===== src/rtl/fes_pkg.sv =====
/*
 * shared constants for the frame repair controller: frame geometry,
 * syndrome decode bases and controller states.
 * assumes a 32-bit word stream on the configuration access port.
 */
package fes_pkg;

    // *****************************************************************
    // frame geometry
    // *****************************************************************
    localparam int         FRAME_BITS  = 1312;         // bits in one frame
    localparam int         WORD_BITS   = 32;           // port data width
    localparam int         FADDR_W     = 24;           // frame address width
    localparam logic [5:0] FRAME_WORDS = 6'h29;        // 41 words per frame
    localparam logic [5:0] LAST_WORD   = 6'h28;        // index of word 40

    // *****************************************************************
    // syndrome layout and decode bases
    // *****************************************************************
    localparam int          SYN_W       = 12;          // syndrome width
    localparam int          SYN_SEC     = 11;          // single-error bit
    localparam logic [10:0] SPLIT       = 11'h400;     // 1024
    localparam logic [10:0] BASE_LO     = 11'h2C0;     // 704, first bit
    localparam logic [10:0] BASE_HI     = 11'h2E0;     // 736
    localparam logic [5:0]  SHORT_BASE  = 6'h16;       // 22 in 32-bit rows
    localparam logic [10:0] PAR_BASE    = 11'h280;     // 640, first parity
    localparam logic [10:0] PAR_OVERALL = 11'h28B;     // 651, overall parity

    // *****************************************************************
    // controller states
    // *****************************************************************
    typedef enum logic [3:0] {
        ST_IDLE  = 4'h0,   // waiting for start
        ST_READ  = 4'h1,   // reading one frame into the store
        ST_CHECK = 4'h2,   // waiting for the checker strobe
        ST_FETCH = 4'h3,   // reading the word holding the bad bit
        ST_FLIP  = 4'h4,   // writing the word back with the bit inverted
        ST_GOLD  = 4'h5,   // refetching the original frame
        ST_WRITE = 4'h6,   // writing the repaired frame back
        ST_NEXT  = 4'h7    // stepping to the following frame
    } fes_state_e;

endpackage : fes_pkg


===== src/rtl/fes_frame_ram.sv =====
/*
 * one-frame store: 41 words of 32 bits, one write and one read port.
 * assumes a single clock; read data appears one edge after the address.
 */
`timescale 1ns/1ps
module fes_frame_ram (
    // clock
    input  wire logic        i_clk,
    // write side
    input  wire logic        i_we,
    input  wire logic [5:0]  i_waddr,
    input  wire logic [31:0] i_wdata,
    // read side
    input  wire logic [5:0]  i_raddr,
    output logic      [31:0] o_rdata
);

    // storage sized for exactly one frame
    logic [31:0] mem [0:40];

    // *****************************************************************
    // synchronous write and read
    // *****************************************************************
    // no reset: contents are always rewritten before being read
    always_ff @(posedge i_clk) begin
        if (i_we) begin
            mem[i_waddr] <= i_wdata;
        end
        o_rdata <= mem[i_raddr];
    end

endmodule : fes_frame_ram


===== src/rtl/fes_syndrome_decode.sv =====
/*
 * combinational syndrome decode: classifies the saved syndrome and
 * turns it into the frame index of the bit to invert.
 * assumes the syndrome is stable while the result is used.
 */
`timescale 1ns/1ps
module fes_syndrome_decode (
    // saved syndrome
    input  wire logic [11:0] i_syndrome,
    // classification
    output logic             o_single,
    output logic             o_parity,
    // location of the bit to invert
    output logic      [10:0] o_bit_index
);

    // *****************************************************************
    // classification
    // *****************************************************************
    wire [10:0] s_lo     = i_syndrome[10:0];          // hamming part
    wire [10:0] s_lo_m1  = s_lo - 11'h001;            // for power test
    wire        pow2     = ((s_lo & s_lo_m1) == 11'h000); // zero or 2^k
    wire [10:0] data_idx;                              // data bit index
    wire [10:0] par_idx;                               // parity location

    assign o_single = i_syndrome[fes_pkg::SYN_SEC];
    assign o_parity = o_single & pow2;

    // *****************************************************************
    // data bit: remove the 704 or 736 offset of the address space
    // *****************************************************************
    assign data_idx = (s_lo < fes_pkg::SPLIT) ? (s_lo - fes_pkg::BASE_LO)
                                              : (s_lo - fes_pkg::BASE_HI);

    // *****************************************************************
    // parity bit: position of the lone one, or the overall parity bit
    // *****************************************************************
    logic [3:0] acc [0:11];                            // running bit position
    assign acc[0] = 4'h0;
    genvar k;
    generate
        for (k = 0; k < 11; k++) begin : g_pos
            assign acc[k+1] = acc[k] | (s_lo[k] ? 4'(k) : 4'h0);
        end
    endgenerate
    assign par_idx = (s_lo == 11'h000) ? fes_pkg::PAR_OVERALL
                                       : (fes_pkg::PAR_BASE + {7'h00, acc[11]});

    assign o_bit_index = o_parity ? par_idx : data_idx;

endmodule : fes_syndrome_decode


===== src/rtl/fes_repair_ctrl.sv =====
/*
 * frame repair controller: reads configuration frames one by one into a
 * local store, waits for the frame checker verdict, repairs a single
 * flipped bit in place or reloads an original frame on a double error,
 * writes the frame back to the same address and resumes at the next.
 * assumes the checker strobe follows each frame read, the access port
 * answers reads with busy low, and an original-frame source exists.
 */
// Functional notes
// - sample flag and syndrome only at strobe
// - data error addresses space 704 to 2047
// - subtract 704 below 1024, else 736
// - equivalent: subtract 22 or 23 per row
// - zero or power of two: parity bit
// - bit k maps to 640 plus k
// - hold one whole 1312-bit frame locally
// - read via config port, store, track address
// - halt, save; reload frame or flip bit
// - write back same address, resume next
// - keep state capture off while checking
`timescale 1ns/1ps
module fes_repair_ctrl (
    // clock and reset
    input  wire logic        I_SYS_CLK,
    input  wire logic        I_RESET,
    // user control
    input  wire logic        I_START,
    input  wire logic        I_STOP,
    input  wire logic [23:0] I_LAST_FRAME_ADDR,
    // frame checker results
    input  wire logic        I_FRAME_CHECK_VALID,
    input  wire logic        I_FRAME_ERROR_FLAG,
    input  wire logic [11:0] I_SYNDROME,
    // internal configuration access port
    output logic             O_CFG_CE_N,
    output logic             O_CFG_RDWR,
    output logic      [31:0] O_CFG_WDATA,
    input  wire logic [31:0] I_CFG_RDATA,
    input  wire logic        I_CFG_BUSY,
    output logic      [23:0] O_FRAME_ADDR,
    // original frame source
    output logic             O_GOLD_REQ,
    input  wire logic        I_GOLD_VALID,
    input  wire logic [31:0] I_GOLD_DATA,
    // status
    output logic             O_CAPTURE_INHIBIT,
    output logic      [11:0] O_SYNDROME,
    output logic             O_REPAIR_DONE,
    output logic             O_DOUBLE_ERR
);

    // *****************************************************************
    // declarations
    // *****************************************************************
    fes_pkg::fes_state_e state;         // current controller state
    fes_pkg::fes_state_e next_state;    // state for the next edge
    logic [5:0]          cnt;           // word counter within a frame
    logic [5:0]          next_cnt;      // next word count
    logic                wr_pipe;       // store read under way for write
    logic                stop_req;      // sticky stop request
    logic [11:0]         syn;           // syndrome saved at the strobe
    logic [31:0]         ram_rdata;     // store read data
    logic                dec_single;    // saved syndrome: bit 11 set
    logic                dec_parity;    // saved syndrome: parity bit
    logic [10:0]         dec_index;     // frame index of the bad bit

    // *****************************************************************
    // decode and selection
    // *****************************************************************
    // a read word is taken only while the port is selected and not busy
    wire rd_take   = (state == fes_pkg::ST_READ) & ~O_CFG_CE_N
                   & O_CFG_RDWR & ~I_CFG_BUSY;
    wire gold_take = (state == fes_pkg::ST_GOLD) & I_GOLD_VALID;
    wire wr_issue  = (state == fes_pkg::ST_WRITE) & (cnt < fes_pkg::FRAME_WORDS);
    wire cnt_step  = rd_take | gold_take | wr_issue;
    wire take_syn  = (state == fes_pkg::ST_CHECK) & I_FRAME_CHECK_VALID;
    wire is_flip   = (state == fes_pkg::ST_FLIP);
    wire last_addr = (O_FRAME_ADDR == I_LAST_FRAME_ADDR);

    // bad bit sits in word index[10:5], bit index[4:0]
    wire [5:0]  flip_word = dec_index[10:5];
    wire [31:0] flip_mask = 32'h0000_0001 << dec_index[4:0];

    // store ports: one write source per state, so no arbitration needed
    wire        ram_we    = rd_take | gold_take | is_flip;
    wire [5:0]  ram_waddr = is_flip ? flip_word : cnt;
    wire [31:0] ram_wdata = is_flip ? (ram_rdata ^ flip_mask)
                          : ((state == fes_pkg::ST_READ) ? I_CFG_RDATA : I_GOLD_DATA);
    wire [5:0]  ram_raddr = (state == fes_pkg::ST_FETCH) ? flip_word : cnt;

    // *****************************************************************
    // frame store and syndrome decode
    // *****************************************************************
    fes_frame_ram u_ram (
        .i_clk   (I_SYS_CLK),
        .i_we    (ram_we),
        .i_waddr (ram_waddr),
        .i_wdata (ram_wdata),
        .i_raddr (ram_raddr),
        .o_rdata (ram_rdata)
    );

    fes_syndrome_decode u_dec (
        .i_syndrome  (syn),
        .o_single    (dec_single),
        .o_parity    (dec_parity),
        .o_bit_index (dec_index)
    );

    // *****************************************************************
    // next state
    // *****************************************************************
    always_comb begin
        next_state = state;
        case (state)
            fes_pkg::ST_IDLE: begin
                if (I_START) begin
                    next_state = fes_pkg::ST_READ;
                end
            end
            fes_pkg::ST_READ: begin
                // a full frame is in the store once the last word lands
                if (rd_take && (cnt == fes_pkg::LAST_WORD)) begin
                    next_state = fes_pkg::ST_CHECK;
                end
            end
            fes_pkg::ST_CHECK: begin
                // readback is halted here until the verdict arrives
                if (I_FRAME_CHECK_VALID) begin
                    if (!I_FRAME_ERROR_FLAG) begin
                        next_state = fes_pkg::ST_NEXT;
                    end else if (I_SYNDROME[fes_pkg::SYN_SEC]) begin
                        next_state = fes_pkg::ST_FETCH;
                    end else begin
                        next_state = fes_pkg::ST_GOLD;
                    end
                end
            end
            fes_pkg::ST_FETCH: begin
                next_state = fes_pkg::ST_FLIP;
            end
            fes_pkg::ST_FLIP: begin
                next_state = fes_pkg::ST_WRITE;
            end
            fes_pkg::ST_GOLD: begin
                if (gold_take && (cnt == fes_pkg::LAST_WORD)) begin
                    next_state = fes_pkg::ST_WRITE;
                end
            end
            fes_pkg::ST_WRITE: begin
                // wait until the last word has left the pipeline
                if ((cnt == fes_pkg::FRAME_WORDS) && !wr_pipe) begin
                    next_state = fes_pkg::ST_NEXT;
                end
            end
            fes_pkg::ST_NEXT: begin
                next_state = stop_req ? fes_pkg::ST_IDLE : fes_pkg::ST_READ;
            end
            default: begin
                next_state = fes_pkg::ST_IDLE;
            end
        endcase
    end

    // word counter restarts on every state change
    always_comb begin
        if (next_state != state) begin
            next_cnt = 6'h00;
        end else if (cnt_step) begin
            next_cnt = cnt + 6'h01;
        end else begin
            next_cnt = cnt;
        end
    end

    // *****************************************************************
    // state registers
    // *****************************************************************
    always_ff @(posedge I_SYS_CLK) begin
        if (I_RESET) begin
            state   <= fes_pkg::ST_IDLE;
            cnt     <= 6'h00;
            wr_pipe <= 1'b0;
        end else begin
            state   <= next_state;
            cnt     <= next_cnt;
            wr_pipe <= wr_issue;
        end
    end

    // stop is honoured only between frames; set wins over clear
    always_ff @(posedge I_SYS_CLK) begin
        if (I_RESET) begin
            stop_req <= 1'b0;
        end else if (I_STOP) begin
            stop_req <= 1'b1;
        end else if (state == fes_pkg::ST_IDLE) begin
            stop_req <= 1'b0;
        end
    end

    // syndrome is saved only in the strobe cycle
    always_ff @(posedge I_SYS_CLK) begin
        if (I_RESET) begin
            syn <= 12'h000;
        end else if (take_syn) begin
            syn <= I_SYNDROME;
        end
    end

    // *****************************************************************
    // frame address
    // *****************************************************************
    // held through repair so the write goes back to the same frame
    always_ff @(posedge I_SYS_CLK) begin
        if (I_RESET) begin
            O_FRAME_ADDR <= 24'h000000;
        end else if ((state == fes_pkg::ST_IDLE) && I_START) begin
            O_FRAME_ADDR <= 24'h000000;
        end else if (state == fes_pkg::ST_NEXT) begin
            O_FRAME_ADDR <= last_addr ? 24'h000000
                                      : (O_FRAME_ADDR + 24'h000001);
        end
    end

    // *****************************************************************
    // access port drive
    // *****************************************************************
    // select follows the next state so no stray read is issued
    always_ff @(posedge I_SYS_CLK) begin
        if (I_RESET) begin
            O_CFG_CE_N  <= 1'b1;
            O_CFG_RDWR  <= 1'b1;
            O_CFG_WDATA <= 32'h0000_0000;
        end else begin
            O_CFG_CE_N  <= ~((next_state == fes_pkg::ST_READ) | wr_pipe);
            O_CFG_RDWR  <= (next_state == fes_pkg::ST_READ);
            O_CFG_WDATA <= wr_pipe ? ram_rdata : 32'h0000_0000;
        end
    end

    // *****************************************************************
    // status outputs
    // *****************************************************************
    always_ff @(posedge I_SYS_CLK) begin
        if (I_RESET) begin
            O_GOLD_REQ        <= 1'b0;
            O_CAPTURE_INHIBIT <= 1'b0;
            O_SYNDROME        <= 12'h000;
            O_REPAIR_DONE     <= 1'b0;
            O_DOUBLE_ERR      <= 1'b0;
        end else begin
            O_GOLD_REQ        <= (next_state == fes_pkg::ST_GOLD);
            // capture would corrupt the frames being checked
            O_CAPTURE_INHIBIT <= (next_state != fes_pkg::ST_IDLE);
            O_SYNDROME        <= take_syn ? I_SYNDROME : syn;
            O_REPAIR_DONE     <= (state == fes_pkg::ST_WRITE)
                               & (next_state == fes_pkg::ST_NEXT);
            O_DOUBLE_ERR      <= take_syn & I_FRAME_ERROR_FLAG
                               & ~I_SYNDROME[fes_pkg::SYN_SEC];
        end
    end

    wire dec_data = (state == fes_pkg::ST_FETCH) & dec_single & ~dec_parity;
    wire dec_par  = (state == fes_pkg::ST_FETCH) & dec_parity;
endmodule : fes_repair_ctrl


===== config.mk =====
export PLATFORM = sky130hd
export DESIGN_NAME = fes_repair_ctrl
export DESIGN_NICKNAME = d
export VERILOG_FILES = /design/src/rtl/fes_pkg.sv /design/src/rtl/fes_frame_ram.sv /design/src/rtl/fes_syndrome_decode.sv /design/src/rtl/fes_repair_ctrl.sv
export SDC_FILE = /design/constraint.sdc
export NUM_CORES = 2
export LEC_CHECK = 0
export BUFFER_PORTS_ARGS = -buffer_cell sky130_fd_sc_hd__buf_2
export CAP_MARGIN = 10
export CORE_ASPECT_RATIO = 0.8
export CORE_MARGIN = 2
export CORE_UTILIZATION = 55
export CTS_CLUSTER_DIAMETER = 40
export CTS_CLUSTER_SIZE = 28
export DETAILED_ROUTE_END_ITERATION = 7
export PLACE_DENSITY_LB_ADDON = 0.12
export SETUP_SLACK_MARGIN = 0.1
export SYNTH_ARGS = -nofsm -noshare
export SYNTH_HDL_FRONTEND = slang
export SYNTH_HIERARCHICAL = 1
export SYNTH_SLANG_ARGS = --single-unit

===== constraint.sdc =====
create_clock -name I_SYS_CLK -period 6.75 [get_ports I_SYS_CLK]
set_input_delay 0.675 -clock I_SYS_CLK [delete_from_list [all_inputs] [get_ports I_SYS_CLK]]
set_output_delay 0.675 -clock I_SYS_CLK [all_outputs]
set_load 0.005 [all_outputs]

After elaboration in Yosys (flattened, before gate mapping)
Memories as Yosys holds them, arrays and structs flattened. A register that Yosys moved wholly into a read port is not among the register bits. Index checks and enable logic that the tools add are counted.

Output and inout port bits: 74. Logic and storage cells: 111. Bits of input ports: 108. Memories: 1. Bits in writable memories: 1312. Register bits: 86.

$add $sub $neg: 6. Eq/ne operators: 14. $lt $le $gt $ge: 2. Bitwise operators: 30. Reductions and logical operators: 13. Shifts and indexed selects: 1. Mux-type cells: 31.

Memories: u_ram.mem (words 41, bits a word 32, read ports 1, clocked after Yosys merged registers in 1, wr ports 1, line fes_frame_ram.sv:19) `logic [31:0] mem [0:40];`.

Operators with widths (count): 32-bit 2-to-1 mux (2); 4-bit OR (9); 11-bit 2-to-1 mux (3); 4-bit 2-to-1 mux (8); 4-bit case mux with 8 select lines (1); 1-bit by 5-bit << shifter with 32-bit output (first input constant) (1); 32-bit XOR (1); 24-bit by 1-bit adder with 24-bit output (second input constant) (1); 24-bit equality test (1); 4-bit by 3-bit equality test with 1-bit output (second input constant) (6); 24-bit 2-to-1 mux (1); 11-bit zero test (2); 11-bit by 10-bit subtractor with 11-bit output (second input constant) (2); 3-bit 2-to-1 mux (6); 6-bit equality test (second input constant) (2); 6-bit 2-to-1 mux (2); 10-bit by 4-bit adder with 11-bit output (first input constant) (1); 11-bit AND (1); 11-bit less-than comparator (second input constant) (1); 11-bit by 1-bit subtractor with 11-bit output (second input constant) (1); 1-bit AND (10); 4-bit by 1-bit equality test with 1-bit output (second input constant) (2); 4-bit by 2-bit equality test with 1-bit output (second input constant) (2); 6-bit by 1-bit adder with 6-bit output (second input constant) (1); 12 further kinds (30).

Logic depth before layout (Yosys ltp)
Depth after elaboration: 16. Mapped depth: 20. Mapped depth without buffers: 14.

Cells and area by module
The synthesis kept the hierarchy.

By module, submodules not included: fes_frame_ram (seq. area each 40038.4 um^2, area an instance 52018.6 um^2, times used 1, cells an instance 2625); fes_repair_ctrl (seq. area each 1721.7 um^2, area an instance 4847.1 um^2, times used 1, cells an instance 585); fes_syndrome_decode (seq. area each 0.0 um^2, area an instance 464.2 um^2, times used 1, cells an instance 71).

Worst setup path after synthesis
OpenSTA, ideal clock, no wires.

Kind: reg2reg. From: register O_SYNDROME[5] (netlist name). To: memory u_ram.mem[40][0] (enable). Stages on the path, launching flop included: 13. Arrival: 4.896 ns. Slack: 1.386 ns. Path buffers: 2. Setup time: 0.468 ns. Period minus slack after synthesis: 5.364 ns. Required time: 6.282 ns. Cells stage by stage: dfxtp_1 > clkbuf_1 > inv_1 > ha_1 > a31oi_1 > a211oi_1 > nand3_2 > nand2_1 > mux2_1 > or2_2 > clkbuf_1 > or3_1 > nor3b_1.

RTL lines (line): to (decl) (fes_frame_ram.sv:19).

==> impl_metrics.toml <==
[clocking]
cts-resized-gates = 0
numCtsBuffers = 146
h-tree-depth = 4
cts_tree = "done"
post_cts_buffers = 0
cts.sinks = 1430
ctsHoldBuffers = 0
clkLatencyLatePin_ns = 0.78
cts.path.max_buffers = 3
path_clk_slew_ns = 0.06
clockRootBuffer = "clkbuf_16"

[global_routing]
gr-total-overflow = 0
antenna_found_initial = 16
grt_pass1_vias = 30800
grt_max_degree = 82
grt_pass1_wl_um = 223000
gr-usage-all-layers_pct = 29.5

[setup_path]
cp_max_fo = 50
critPathSlowestCell = "a21oi_1"
crit_type = "reg2reg"
worstPathCellList = "inv_1 -> ha_1 -> o2111ai_1 -> nand2_1 -> nand3_2 -> inv_4 -> nor2_1 -> nand2_1 -> o21ai_4 -> buf_12 -> buf_4 -> buf_4 -> mux2i_1 -> a22oi_1 -> a21oi_1 -> o41ai_2"
worstSetupStartpointType = "register"
worstPathRequired_ns = 7.35
end_kind = "register"
max_stage_delay_ns = 0.87
arrival_ns = 6.06

[sta]
slew_headroom_pct = 14.9
worst_slack_ns = 1.29
tightest_slew_ns = 1.27
rsz0062_at_grt = "false"
maxSlewViolCount = 0
setup_tns_ns = 0
final.period_utilization_pct = 80.9
hold_violations = 0
skew_ns = 0.0366
fin_crit_ns = 5.46
max_freq_ghz = 0.183
setup-violations-final = 0

[floorplan]
pin_count = 182
dieArea_um2 = 107000
design.core.area_um2 = 103000
rows = 105
initial_core_util_pct = 55.7
die_h_um = 293
die_width_um = 365

[yosys]
synth_cells = 3280
syn-num-nets = 3397
ys_warn_count = 6
synth_area_um2 = 57300
syn_avg_cell_area_um2 = 17.5

[detailed_routing]
routed_wl_um = 157000
vias = 31900
drt_pass1_iterations = 6
routedWlPerCell_um = 31.1
ant_nets = 0
drcViolationCount = 0
via_per_inst = 6.32
drt_iter0_drc = 4396

[final_layout]
fin_nets = 3647
final_layout_size_suffix_gt1_share_pct = 21.7
syn_to_final_growth_pct = 14.0
stdcell_area_um2 = 65300

[outcome]
status = "finished clean"

[job]
maxCapViolCount = 0

[placed_design]
dpl_cell_area_um2 = 60200
portBuffers = 181
place_congestion = 0.892
dp_worst_setup_slack_ns = 1.58
dp_hpwl_um = 95100

[pwr]
p_per_area_nw_per_um2 = 279
p_total_mw = 18.2
power.leakage_nw = 20.6
ir_worst_vdd_uv = 270

[worst_hold_path]
hp-class = "in2reg"
## layer usage
| layer | track usage (%) | up-vias | routed length [um] |
|---|---|---|---|
| met4 | 7.69 | 6 | 3660 |
| met1 | 44.0 | 16300 | 65400 |
| met3 | 7.28 | 246 | 17600 |
| met2 | 43.6 | 1789 | 70000 |
| met5 | 0 | - | 33 |
| li1 | - | 13500 | - |
## placed cells by master (no fill, tap or decap), types with 31 or more instances in the layout
cell / count
a21oi_1: 75
dfxtp_1: 118
a221oi_1: 42
clkbuf_16: 150
nand2_1: 150
a22o_1: 58
o21ai_0: 40
a22oi_1: 107
and2_1: 32
o21ai_2: 32
inv_6: 31
xnor2_1: 46
edfxtp_1: 1312
xor2_1: 42
nor2_4: 38
nor2_1: 82
mux4_2: 100
buf_4: 84
nand3_1: 36
mux2i_1: 513
buf_2: 181
## worst paths after layout
kind,start,to,slack [ns],depth (start not counted)
worst max-delay path,O_SYNDROME[6]$_SDFFE_PP0P_,u_ram/o_rdata[2]$_DFF_P_,1.29,16
worst min-delay path,I_STOP,stop_req$_SDFFE_PP0P_,0.13,3
worst max register to register,O_SYNDROME[6]$_SDFFE_PP0P_,u_ram/o_rdata[2]$_DFF_P_,1.29,16
worst min register to register,wr_pipe$_SDFF_PP0_,O_REPAIR_DONE$_SDFF_PP0_,0.48,1
## sequential cells by signal, summed over array words and instances, names as in the netlist, 4 cells and up
signal / flops
state: 4
cnt: 6
O_CFG_WDATA: 32
u_ram/o_rdata: 32
u_ram/mem: 1312
O_SYNDROME: 12
O_FRAME_ADDR: 24
## critical path: cells and delay by family (launching register included)
kind            cells  cell delay (ns)
compound gates      5             1.80
fa+ha+maj           1             0.28
buf+inv             5             1.69
flops               1             0.52
mux                 1             0.29
simple gates        4             0.59
## where the power goes
group	switching, mW	internal, mW
logic	0.265	0.0633
registers	0.00373	9.70
clock network	3.58	4.60
## area by class of cell
class	instances	area (um^2)
Sequential cell	1430	41800
Antenna cell	3	7.51
Clock inverter	104	1030
Multi-Input combinational cell	1640	14700
Timing Repair Buffer	295	2190
Fill cell	7200	37700
Inverter	17	66.3
Clock buffer	166	3880
Tap cell	1391	1740
## through the flow
step / std cells / utilization (%) / hold WS (ns)
global route: 5044 / 63.4 / 0.121
finish: 5046 / 63.4 / 0.133
global placement: 4754 / 58.2 / 0.456
floorplan: 3280 / - / 0.413
detailed placement: 4763 / 58.5 / 0.457
CTS: 5033 / 63.2 / 0.0902
Note: power is estimated with default switching activity, not from simulation.
